**src/verilog/ecc_pkg.sv**
```systemverilog
// ecc_pkg: register map, field positions and modes of the encoder
// capture/compare block; assumes a 32-bit AHB-Lite register window.
package ecc_pkg;
	localparam int ECC_POS_W = 24;
	// printed offsets are not all multiples of four: they are indices
	localparam logic [15:0] ECC_IDX_CTRL_STATUS = 16'hc000;
	localparam logic [15:0] ECC_IDX_CAP_CMP     = 16'hc003;
	localparam logic [15:0] ECC_IDX_TRIG_CFG    = 16'hc004;
	localparam int ECC_ADDR_W = 18;
	// control/status word field positions
	localparam int ECC_B_LATCH_SEL  = 11;
	localparam int ECC_B_OUT_EN     = 12;
	localparam int ECC_B_OUT_INV    = 13;
	localparam int ECC_B_SW_TRIG    = 14;
	localparam int ECC_B_CMP_EQ     = 16;
	localparam int ECC_B_CAPTURED   = 17;
	// trigger configuration word fields
	localparam int ECC_F_COMB_LSB   = 0;
	localparam int ECC_F_COMB_W     = 2;
	localparam int ECC_F_FLAG_LSB   = 4;
	localparam int ECC_F_FLAG_W     = 2;
	localparam logic [23:0] ECC_CTRL_RST = 24'h00_0000;
	localparam logic [3:0]  ECC_TRIG_RST = 4'h0;
	localparam logic [23:0] ECC_CMP_RST  = 24'h00_0000;
	localparam logic [1:0] ECC_COMB_SW    = 2'h0;
	localparam logic [1:0] ECC_COMB_INDEX = 2'h1;
	localparam logic [1:0] ECC_COMB_FLAG  = 2'h2;
	localparam logic [1:0] ECC_COMB_BOTH  = 2'h3;
endpackage

```
**src/verilog/ecc_sync.sv**
```systemverilog
// ecc_sync: two-flop synchroniser for a bus of pin levels.
// assumes the destination clock is the block clock.
`timescale 1ns/100ps
module ecc_sync #(
	parameter int W = 1
) (
	input  wire logic         clk_i,
	input  wire logic         rst_n_i,
	input  wire logic [W-1:0] d_i,
	output logic      [W-1:0] q_o
);
	logic [W-1:0] meta_q;
	logic [W-1:0] sync_q;

	always_ff @(posedge clk_i or negedge rst_n_i) begin
		if (!rst_n_i) begin
			meta_q <= '0;
			sync_q <= '0;
		end else begin
			meta_q <= d_i;
			sync_q <= meta_q;
		end
	end

	assign q_o = sync_q;
endmodule

```
**src/verilog/ecc_trigger.sv**
```systemverilog
// ecc_trigger: capture-event selection from the index channel and one
// of four input flags; assumes its inputs are already synchronised.
`timescale 1ns/100ps
module ecc_trigger
	import ecc_pkg::*;
(
	input  wire logic       clk_i,
	input  wire logic       rst_n_i,
	input  wire logic       index_i,
	input  wire logic [3:0] flags_i,
	input  wire logic [1:0] comb_i,
	input  wire logic [1:0] flag_sel_i,
	input  wire logic       sw_trig_i,
	output logic            fire_o
);
	logic index_prev_q;
	logic index_prev_d;
	logic flag_prev_q;
	logic flag_prev_d;
	logic flag_now;
	logic index_rise;
	logic flag_rise;

	always_comb begin
		flag_now     = flags_i[flag_sel_i];
		index_prev_d = index_i;
		flag_prev_d  = flag_now;
		index_rise   = index_i & ~index_prev_q;
		flag_rise    = flag_now & ~flag_prev_q;
		fire_o       = 1'b0;
		unique case (comb_i)
			ECC_COMB_SW:    fire_o = sw_trig_i;
			ECC_COMB_INDEX: fire_o = index_rise;
			ECC_COMB_FLAG:  fire_o = flag_rise;
			ECC_COMB_BOTH:  fire_o = index_rise & flag_now;
		endcase
	end

	always_ff @(posedge clk_i or negedge rst_n_i) begin
		if (!rst_n_i) begin
			index_prev_q <= 1'b0;
			flag_prev_q  <= 1'b0;
		end else begin
			index_prev_q <= index_prev_d;
			flag_prev_q  <= flag_prev_d;
		end
	end
endmodule

```
**src/verilog/ecc_top.sv**
```systemverilog
// ecc_top: encoder position capture and compare with AHB-Lite registers.
// assumes a count-update strobe and count from the counter on mclk_i;
// index and flag pins are asynchronous and synchronised here.
//
// The AHB-Lite register port was chosen for this implementation.
`timescale 1ns/100ps
module ecc_top
	import ecc_pkg::*;
(
	input  wire logic                 mclk_i,
	input  wire logic                 rstn_i,
	input  wire logic                 hsel_i,
	input  wire logic [31:0]          haddr_i,
	input  wire logic [1:0]           htrans_i,
	input  wire logic                 hwrite_i,
	input  wire logic [2:0]           hsize_i,
	input  wire logic [31:0]          hwdata_i,
	input  wire logic                 hready_i,
	output logic      [31:0]          hrdata_o,
	output logic                      hreadyout_o,
	output logic                      hresp_o,
	input  wire logic [ECC_POS_W-1:0] enc_count_i,
	input  wire logic                 enc_update_i,
	input  wire logic                 index_i,
	input  wire logic [3:0]           flags_i,
	output logic                      compare_equal_pin_o,
	output logic                      compare_equal_pin_oe_n_o
);
	logic          rst_meta_q;
	logic          rst_n_q;
	logic [4:0]    pins_sync;
	logic          trig_fire;

	// address phase registers
	logic          ap_valid_q;
	logic          ap_valid_d;
	logic          ap_write_q;
	logic          ap_write_d;
	logic [15:0]   ap_idx_q;
	logic [15:0]   ap_idx_d;

	// control and configuration
	logic          latch_sel_q;
	logic          latch_sel_d;
	logic          out_en_q;
	logic          out_en_d;
	logic          out_inv_q;
	logic          out_inv_d;
	logic          sw_trig_q;
	logic          sw_trig_d;
	logic [1:0]    comb_q;
	logic [1:0]    comb_d;
	logic [1:0]    flag_sel_q;
	logic [1:0]    flag_sel_d;
	logic signed [ECC_POS_W-1:0] cmp_pos_q;
	logic signed [ECC_POS_W-1:0] cmp_pos_d;

	// capture and compare state
	logic [ECC_POS_W-1:0] cap_pos_q;
	logic [ECC_POS_W-1:0] cap_pos_d;
	logic          captured_q;
	logic          captured_d;
	logic          eq_latch_q;
	logic          eq_latch_d;
	logic          match_q;
	logic          match_d;
	logic          cmp_equal;
	logic [31:0]   rdata_q;
	logic [31:0]   rdata_d;

	logic          wr_ctrl;
	logic          wr_cmp;
	logic          wr_trig;
	logic          rd_cap;
	logic          ap_take;

	// reset released through two flops so release is glitch free
	always_ff @(posedge mclk_i or negedge rstn_i) begin
		if (!rstn_i) begin
			rst_meta_q <= 1'b0;
			rst_n_q    <= 1'b0;
		end else begin
			rst_meta_q <= 1'b1;
			rst_n_q    <= rst_meta_q;
		end
	end

	ecc_sync #(
		.W (5)
	) u_sync (
		.clk_i   (mclk_i),
		.rst_n_i (rst_n_q),
		.d_i     ({index_i, flags_i}),
		.q_o     (pins_sync)
	);

	ecc_trigger u_trig (
		.clk_i      (mclk_i),
		.rst_n_i    (rst_n_q),
		.index_i    (pins_sync[4]),
		.flags_i    (pins_sync[3:0]),
		.comb_i     (comb_q),
		.flag_sel_i (flag_sel_q),
		.sw_trig_i  (sw_trig_q),
		.fire_o     (trig_fire)
	);

	// bus: zero-wait slave, always OKAY
	assign hreadyout_o = 1'b1;
	assign hresp_o     = 1'b0;
	assign hrdata_o    = rdata_q;

	always_comb begin
		ap_take    = hsel_i & hready_i & htrans_i[1];
		ap_valid_d = ap_take;
		ap_write_d = hwrite_i;
		ap_idx_d   = haddr_i[ECC_ADDR_W-1:2];
		wr_ctrl    = ap_valid_q & ap_write_q
			& (ap_idx_q == ECC_IDX_CTRL_STATUS);
		wr_cmp     = ap_valid_q & ap_write_q
			& (ap_idx_q == ECC_IDX_CAP_CMP);
		wr_trig    = ap_valid_q & ap_write_q
			& (ap_idx_q == ECC_IDX_TRIG_CFG);
		// read data is loaded at the address phase edge
		rd_cap     = ap_take & ~hwrite_i
			& (haddr_i[ECC_ADDR_W-1:2] == ECC_IDX_CAP_CMP);
		rdata_d    = 32'h0000_0000;
		if (ap_take && !hwrite_i) begin
			unique case (haddr_i[ECC_ADDR_W-1:2])
				ECC_IDX_CTRL_STATUS: begin
					rdata_d[ECC_B_LATCH_SEL] = latch_sel_q;
					rdata_d[ECC_B_OUT_EN]    = out_en_q;
					rdata_d[ECC_B_OUT_INV]   = out_inv_q;
					rdata_d[ECC_B_CMP_EQ]    = cmp_equal;
					rdata_d[ECC_B_CAPTURED]  = captured_q;
				end
				ECC_IDX_CAP_CMP:
					rdata_d[ECC_POS_W-1:0] = cap_pos_q;
				ECC_IDX_TRIG_CFG: begin
					rdata_d[ECC_F_COMB_LSB +: ECC_F_COMB_W] = comb_q;
					rdata_d[ECC_F_FLAG_LSB +: ECC_F_FLAG_W] = flag_sel_q;
				end
				default: rdata_d = 32'h0000_0000;
			endcase
		end
	end

	// control registers
	always_comb begin
		latch_sel_d = latch_sel_q;
		out_en_d    = out_en_q;
		out_inv_d   = out_inv_q;
		sw_trig_d   = 1'b0;
		comb_d      = comb_q;
		flag_sel_d  = flag_sel_q;
		cmp_pos_d   = cmp_pos_q;
		if (wr_ctrl) begin
			latch_sel_d = hwdata_i[ECC_B_LATCH_SEL];
			out_en_d    = hwdata_i[ECC_B_OUT_EN];
			out_inv_d   = hwdata_i[ECC_B_OUT_INV];
			sw_trig_d   = hwdata_i[ECC_B_SW_TRIG];
		end
		if (wr_trig) begin
			comb_d     = hwdata_i[ECC_F_COMB_LSB +: ECC_F_COMB_W];
			flag_sel_d = hwdata_i[ECC_F_FLAG_LSB +: ECC_F_FLAG_W];
		end
		if (wr_cmp) begin
			cmp_pos_d = hwdata_i[ECC_POS_W-1:0];
		end
	end

	// capture: trigger is ignored while the flag stands
	always_comb begin
		cap_pos_d  = cap_pos_q;
		captured_d = captured_q;
		if (trig_fire && !captured_q) begin
			cap_pos_d  = enc_count_i;
			captured_d = 1'b1;
		end else if (rd_cap) begin
			captured_d = 1'b0;
		end
	end

	// compare: match recomputed on each count update
	always_comb begin
		match_d = match_q;
		if (enc_update_i || wr_cmp) begin
			match_d = (wr_cmp ? $signed(enc_count_i) == cmp_pos_d
				: $signed(enc_count_i) == cmp_pos_q);
		end
		eq_latch_d = eq_latch_q;
		if (!latch_sel_q) begin
			eq_latch_d = 1'b0;
		end else if (match_q) begin
			eq_latch_d = 1'b1;
		end
		cmp_equal = latch_sel_q ? (eq_latch_q | match_q) : match_q;
	end

	// open-collector style pin: released unless enabled
	assign compare_equal_pin_o      = cmp_equal ^ out_inv_q;
	assign compare_equal_pin_oe_n_o = ~out_en_q;

	always_ff @(posedge mclk_i or negedge rst_n_q) begin
		if (!rst_n_q) begin
			ap_valid_q  <= 1'b0;
			ap_write_q  <= 1'b0;
			ap_idx_q    <= 16'h0000;
			rdata_q     <= 32'h0000_0000;
			latch_sel_q <= ECC_CTRL_RST[ECC_B_LATCH_SEL];
			out_en_q    <= ECC_CTRL_RST[ECC_B_OUT_EN];
			out_inv_q   <= ECC_CTRL_RST[ECC_B_OUT_INV];
			sw_trig_q   <= 1'b0;
			comb_q      <= ECC_TRIG_RST[1:0];
			flag_sel_q  <= ECC_TRIG_RST[3:2];
			cmp_pos_q   <= ECC_CMP_RST;
			cap_pos_q   <= 24'h00_0000;
			captured_q  <= 1'b0;
			eq_latch_q  <= 1'b0;
			match_q     <= 1'b0;
		end else begin
			ap_valid_q  <= ap_valid_d;
			ap_write_q  <= ap_write_d;
			ap_idx_q    <= ap_idx_d;
			rdata_q     <= rdata_d;
			latch_sel_q <= latch_sel_d;
			out_en_q    <= out_en_d;
			out_inv_q   <= out_inv_d;
			sw_trig_q   <= sw_trig_d;
			comb_q      <= comb_d;
			flag_sel_q  <= flag_sel_d;
			cmp_pos_q   <= cmp_pos_d;
			cap_pos_q   <= cap_pos_d;
			captured_q  <= captured_d;
			eq_latch_q  <= eq_latch_d;
			match_q     <= match_d;
		end
	end
endmodule

```
**config.mk**
```make
export PLATFORM = sky130hd
export DESIGN_NAME = ecc_top
export DESIGN_NICKNAME = d
export VERILOG_FILES = /design/src/verilog/ecc_pkg.sv /design/src/verilog/ecc_sync.sv /design/src/verilog/ecc_trigger.sv /design/src/verilog/ecc_top.sv
export SDC_FILE = /design/constraint.sdc
export NUM_CORES = 1
export LEC_CHECK = 0
export BUFFER_PORTS_ARGS = -buffer_cell sky130_fd_sc_hd__buf_2
export CORE_AREA = 2 2 99 101
export CTS_CLUSTER_SIZE = 14
export DETAILED_ROUTE_END_ITERATION = 16
export DIE_AREA = 0 0 101 103
export GPL_TIMING_DRIVEN = 0
export PLACE_DENSITY = 0.86
export RECOVER_POWER = 100
export REMOVE_ABC_BUFFERS = 1
export SYNTH_ARGS = -nofsm -noshare
export SYNTH_HDL_FRONTEND = slang
export SYNTH_SLANG_ARGS = --single-unit
```
**constraint.sdc**
```tcl
create_clock -name mclk_i -period 3.85 [get_ports mclk_i]
set_input_delay 0.385 -clock mclk_i [delete_from_list [all_inputs] [get_ports mclk_i]]
set_output_delay 0.385 -clock mclk_i [all_outputs]
set_load 0.01 [all_outputs]
```
# Yosys cells after proc, flatten, opt, wreduce, memory -nomap -nowiden
# Index checks and enable logic that the tools add are counted.
word_totals:
  reg_bits: 123
  output_inout_bits: 36
  wordCells: 78
op_classes:
  magnitude_cmp: 1
  eq_ne: 12
  muxes: 20
  n_bitwise: 17
  reduce_logical: 7
op_table:
  columns: ["op", "n"]
  rows:
  - ["$eq 16x16->1 const B", 6]
  - ["$eq 24x24->1", 2]
  - ["$mux 24", 2]
  - ["$pmux 2 s2", 3]
  - ["$and 1x1->1", 11]
  - ["$mux 1", 8]
  - ["$mux 6", 1]
  - ["$pmux 3 s2", 1]
  - ["$mux 5", 1]
  - ["$eq 2x2->1 const B", 2]
  - ["$mux 2", 2]
  - ["$not 1->1", 4]
  - ["$pmux 1 s4", 1]
  - ["$lt 2x3->1 const B", 1]
  - ["$bmux 1 s2", 1]
  - ["$eq 2x1->1 const B", 1]
  - ["$logic_and 1x1->1", 2]
  - ["$logic_not 1->1", 2]
  - ["$logic_not 2->1", 1]
  - ["$ne 2x1->1 const B", 1]
  - ["$reduce_bool 2->1", 1]
  - ["$logic_or 1x1->1", 1]
  - ["$or 1x1->1", 1]
  - ["$xor 1x1->1", 1]

# Longest topological paths before layout
depth:
  ltp_word: 6
  ltp_mapped: 9

# By module
# From an unflattened synthesis, not the netlist that was laid out.
unflattened:
  hier_cells: 335
  area_unflattened_um2: 4669.5
by_module_without_submodules:
  columns: ["mod", "n_inst", "cells_per_inst", "area_each_um2", "seq_area_each_um2"]
  rows:
  - ["ecc_top", 1, 316, 4304.1, 2577.5]
  - ["ecc_sync", 1, 10, 250.2, 250.2]
  - ["ecc_trigger", 1, 9, 115.1, 50.0]

# Worst setup path after synthesis
# No wires, ideal clock.
synth_timing:
  path_type: "in2reg"
  start: "input port haddr_i[6]"
  end: "register rdata_q[0], in the netlist hrdata_o[0]"
  arrival_ns: 1.936
  path_slack_ns: 1.848
  stages: 6
  path_cell_list: "or4_1 nor3_2 nand4_1 or3_4 nor4b_4 a22o_1"
synth_via:
  elab_chain_len: 3
  elab_cells_between_ends: 4
synth_lines:
  columns: ["element", "line", "rtl"]
  rows:
  - ["start, declared", "ecc_top.sv:13", "input wire logic [31:0] haddr_i,"]
  - ["$eq 16x16->1", "ecc_top.sv:129", "unique case (haddr_i[ECC_ADDR_W-1:2])"]
  - ["$pmux 2 s2 *", "ecc_top.sv:129", null]
  - ["$mux 24 *", "ecc_top.sv:128", "if (ap_take && !hwrite_i) begin"]
  - ["named net rdata_d[0]", "ecc_top.sv:69", "logic [31:0] rdata_d;"]
  - ["end signal, assigned", "ecc_top.sv:225", "rdata_q <= rdata_d;"]
  - ["end, declared", "ecc_top.sv:68", "logic [31:0] rdata_q;"]
# The timed path passes the listed nets; every way through them passes the cells marked *.
# A chain may end at the register's enable or synchronous reset.

# Final worst setup path
layout_timing:
  start: "input port haddr_i[6]"
  end: "register rdata_q[5], in the netlist hrdata_o[5]"
# The elaborated chain is that of the path after synthesis.

==> results.sh <==
export IMPL_clk_latency_ns=0.51
export IMPL_cts_buffers=17
export IMPL_worstSetupStartpointType="primary input"
export IMPL_pwr_density_cell_nw_per_um2=494
export IMPL_syn_area_um2=4600
export IMPL_design_area_um2=5960
export IMPL_yosysUniqueCellTypes=45
export IMPL_initial_core_util_pct=48.6
export IMPL_ir_worst_vdd_uv=250
export IMPL_grt_max_degree=60
export IMPL_synth_edf_count=0
export IMPL_cp_max_fo=25
export IMPL_async_reset_ff_share_pct=100
export IMPL_core_area_um2=9460
export IMPL_dp_hpwl_um=7050
export IMPL_outcome="finished with violations"
export IMPL_cts_sinks=115
export IMPL_die_area_um2=10400
export IMPL_dr_first_iter_drc_count=125
export IMPL_synth_ff_latch_count=115
export IMPL_synth_top_area_share_pct=62.6
export IMPL_slew_viol_final=85
export IMPL_nets=578
export IMPL_tritoncts="yes"
export IMPL_clockBufferDepth=2
export IMPL_violations="capacitance limit, slew limit"
export IMPL_setup_viol=0
export IMPL_first_pass_iters=4
export IMPL_vias_per_cell=5.17
export IMPL_p_leak_nw=2.81
export IMPL_finalClockSkew_ns=0.00959
export IMPL_cp_required_ns=4.29
export IMPL_fin_setup_tns_ns=0
export IMPL_hold_violations=0
export IMPL_hp_class="in2reg"
export IMPL_rsz0062_at_grt="no"
export IMPL_die_y_um=103
export IMPL_drv_cap=2
export IMPL_max_stage_delay_ns=1.30
export IMPL_synthTopCellsByArea="dfrtp_1, mux2_2, xor2_1"
export IMPL_cts_root_buf="clkbuf_8"
export IMPL_postCtsResizedCells=0
export IMPL_synth_ff_type="dfrtp_1"
export IMPL_grt_pass1_wl_um=16400
export IMPL_avgSynthCellArea_um2=13.5
export IMPL_ys_seq_area_share_pct=62.6
export IMPL_relSlewSlack_pct=-56.0
export IMPL_period_share_pct=80.5
export IMPL_synth_warnings=0
export IMPL_grt_total_usage_pct=21.1
export IMPL_cp_end_kind="flip-flop"
export IMPL_htreeDepth=4
export IMPL_fmax_ghz=0.323
export IMPL_reg2reg_slack_ns=0.96
export IMPL_diodes=0
export IMPL_syn_inst=340
export IMPL_die_w_um=101
export IMPL_io_buffers=101
export IMPL_wl_um=10300
export IMPL_period_minus_slack_ns=3.10
export IMPL_io_pin_count=140
export IMPL_place_gp_congestion=0.847
export IMPL_cp_cell_sequence="dlygate4sd3_1 > clkbuf_1 > or4_1 > nor3_2 > nand4_1 > nor3_2 > a22o_1"
export IMPL_post_cts_buffers=0
export IMPL_via_count=3110
export IMPL_synth_largest_area_cell="dfrtp_1"
export IMPL_clkTransAtPathRegs_ns=0.06
export IMPL_drive_gt1_share_pct=28.3
export IMPL_p_total_w=0.00294
export IMPL_grt_pass1_vias=3253
export IMPL_wl_per_cell_um=17.1
export IMPL_crit_buf_inv=2
export IMPL_final_fill_count=751
export IMPL_ant_nets=0
export IMPL_critical_path_top_delay_family="simple AND/OR/NAND/NOR gates"
export IMPL_globalRouteOverflowTotal=0
export IMPL_drc=0
export IMPL_cp_common_cell="nor3_2"
export IMPL_antenna_found_initial=0
export IMPL_areaGrowthSynthToFinish_pct=29.6
export IMPL_slowest_stage="nor3_2"
export IMPL_worst_slew_pin_slew_ns=2.34
export IMPL_critical_path_class="in2reg"
export IMPL_utilization_pct=63.0
export IMPL_cp_data_arrival_time_ns=3.54
export IMPL_fp_row_count=36
export IMPL_post_dp_cell_area_um2=5230
[kinds of logic (layout without fill, tap and decap cells)]
| logic type | after synthesis | after routing | share of synthesized area (%) |
|---|---|---|---|
| flip-flops | 115 | 115 | 62.6 |
| AND/OR/NAND/NOR | 70 | 70 | 9.66 |
| multiplexers | 47 | 47 | 11.7 |
| AO/OA/AOI/OAI | 43 | 43 | 6.59 |
| buffers and inverters | 35 | 173 | 3.95 |
| XOR/XNOR | 28 | 28 | 5.33 |
| other | 2 | 11 | 0.163 |
[stage by stage]
stage	hold slack, ns	worst slack, ns	std cells
2_1_floorplan	0.0894	0.409	331
3_3_place_gp	0.170	-0.643	546
6_report	0.0457	0.752	601
4_1_cts	0.00111	1.05	601
5_1_grt	0.0216	0.474	601
3_5_place_dp	0.174	1.15	548
[layout make-up]
| class | count | area, um^2 | share of cell area, % |
|---|---|---|---|
| timing repair buffer | 124 | 717 | 12.0 |
| multi-input combinational | 199 | 1570 | 26.4 |
| tap | 114 | 143 | 2.39 |
| clock inverter | 14 | 169 | 2.83 |
| sequential | 115 | 2880 | 48.3 |
| inverter | 17 | 63.8 | 1.07 |
| clock buffer | 18 | 418 | 7.01 |
[what timing repair did]
action	CTS	global route
hold buffers	21	0
setup endpoints to repair	0	0
hold endpoints to repair	22	0
[layout by cell type (no fill, tap or decap), types with 3 or more instances in the layout]
cell           count
nor4_1             9
nand4_1            7
a21oi_1            3
buf_2             58
xnor2_1           12
inv_6              5
dfrtp_1          115
clkbuf_1          44
o21ai_0           14
mux2_2            39
clkbuf_16         16
a22o_1             8
dlygate4sd3_1     21
o2bb2ai_1          4
nand3_1            3
clkinv_4           4
inv_1             17
mux2_1             5
and2_1             6
and2_0            10
nand2b_1           3
xor2_1            16
conb_1            11
nand2_1           17
[sequential cells by signal, summed over array words and instances (netlist names), 2 cells and up]
signal / flops
hrdata_o: 24
cap_pos_q: 24
flag_sel_q: 2
u_sync.meta_q: 5
u_sync.q_o: 5
cmp_pos_q: 24
ap_idx_q: 16
comb_q: 2
[synth_stat cells (all sizes together), types with 5 or more instances]
| library cell | count |
|---|---|
| a22o | 8 |
| and2 | 16 |
| buf | 15 |
| dfrtp | 115 |
| inv | 17 |
| mux2 | 44 |
| nand2 | 17 |
| nand4 | 7 |
| nor3 | 5 |
| nor4 | 9 |
| o21ai | 14 |
| xnor2 | 12 |
| xor2 | 16 |
[worst paths after layout]
kind,from,to,cells after the start
setup / recovery,haddr_i[6],hrdata_o[5],7
hold / removal,haddr_i[4],ap_idx_q[2],1
setup reg to reg,ap_idx_q[9],match_q,8
hold reg to reg,u_sync.meta_q[4],u_sync.q_o[4],0
max in group asynchronous,rst_n_q,u_sync.meta_q[4],0
min in group asynchronous,rstn_i,rst_n_q,2
[report_power, final]
group          internal, W  total [W]  switching [W]
clock             0.000942    0.00153       0.000589
sequential         0.00124    0.00126      0.0000247
combinational    0.0000723   0.000148      0.0000758
total              0.00225    0.00294       0.000690
[layer usage]
metal	vias up	routed length (um)	global-route usage, %
li1	1451	-	-
met1	1534	4330	26.9
met2	106	5040	33.7
met5	-	0	0
met4	0	233	9.77
met3	19	699	6.24
[worst reg2reg max path, cell delays in order, from the launching register on]
cell       delay (ns)
dfrtp_1          0.38
nor4_1           0.38
nand4_1          0.30
nor3_4           0.57
buf_16           0.24
mux2_1           0.38
o2bb2ai_1        0.14
a211o_1          0.23
o22ai_1          0.17
No activity file was read; power rests on OpenSTA's default activity.
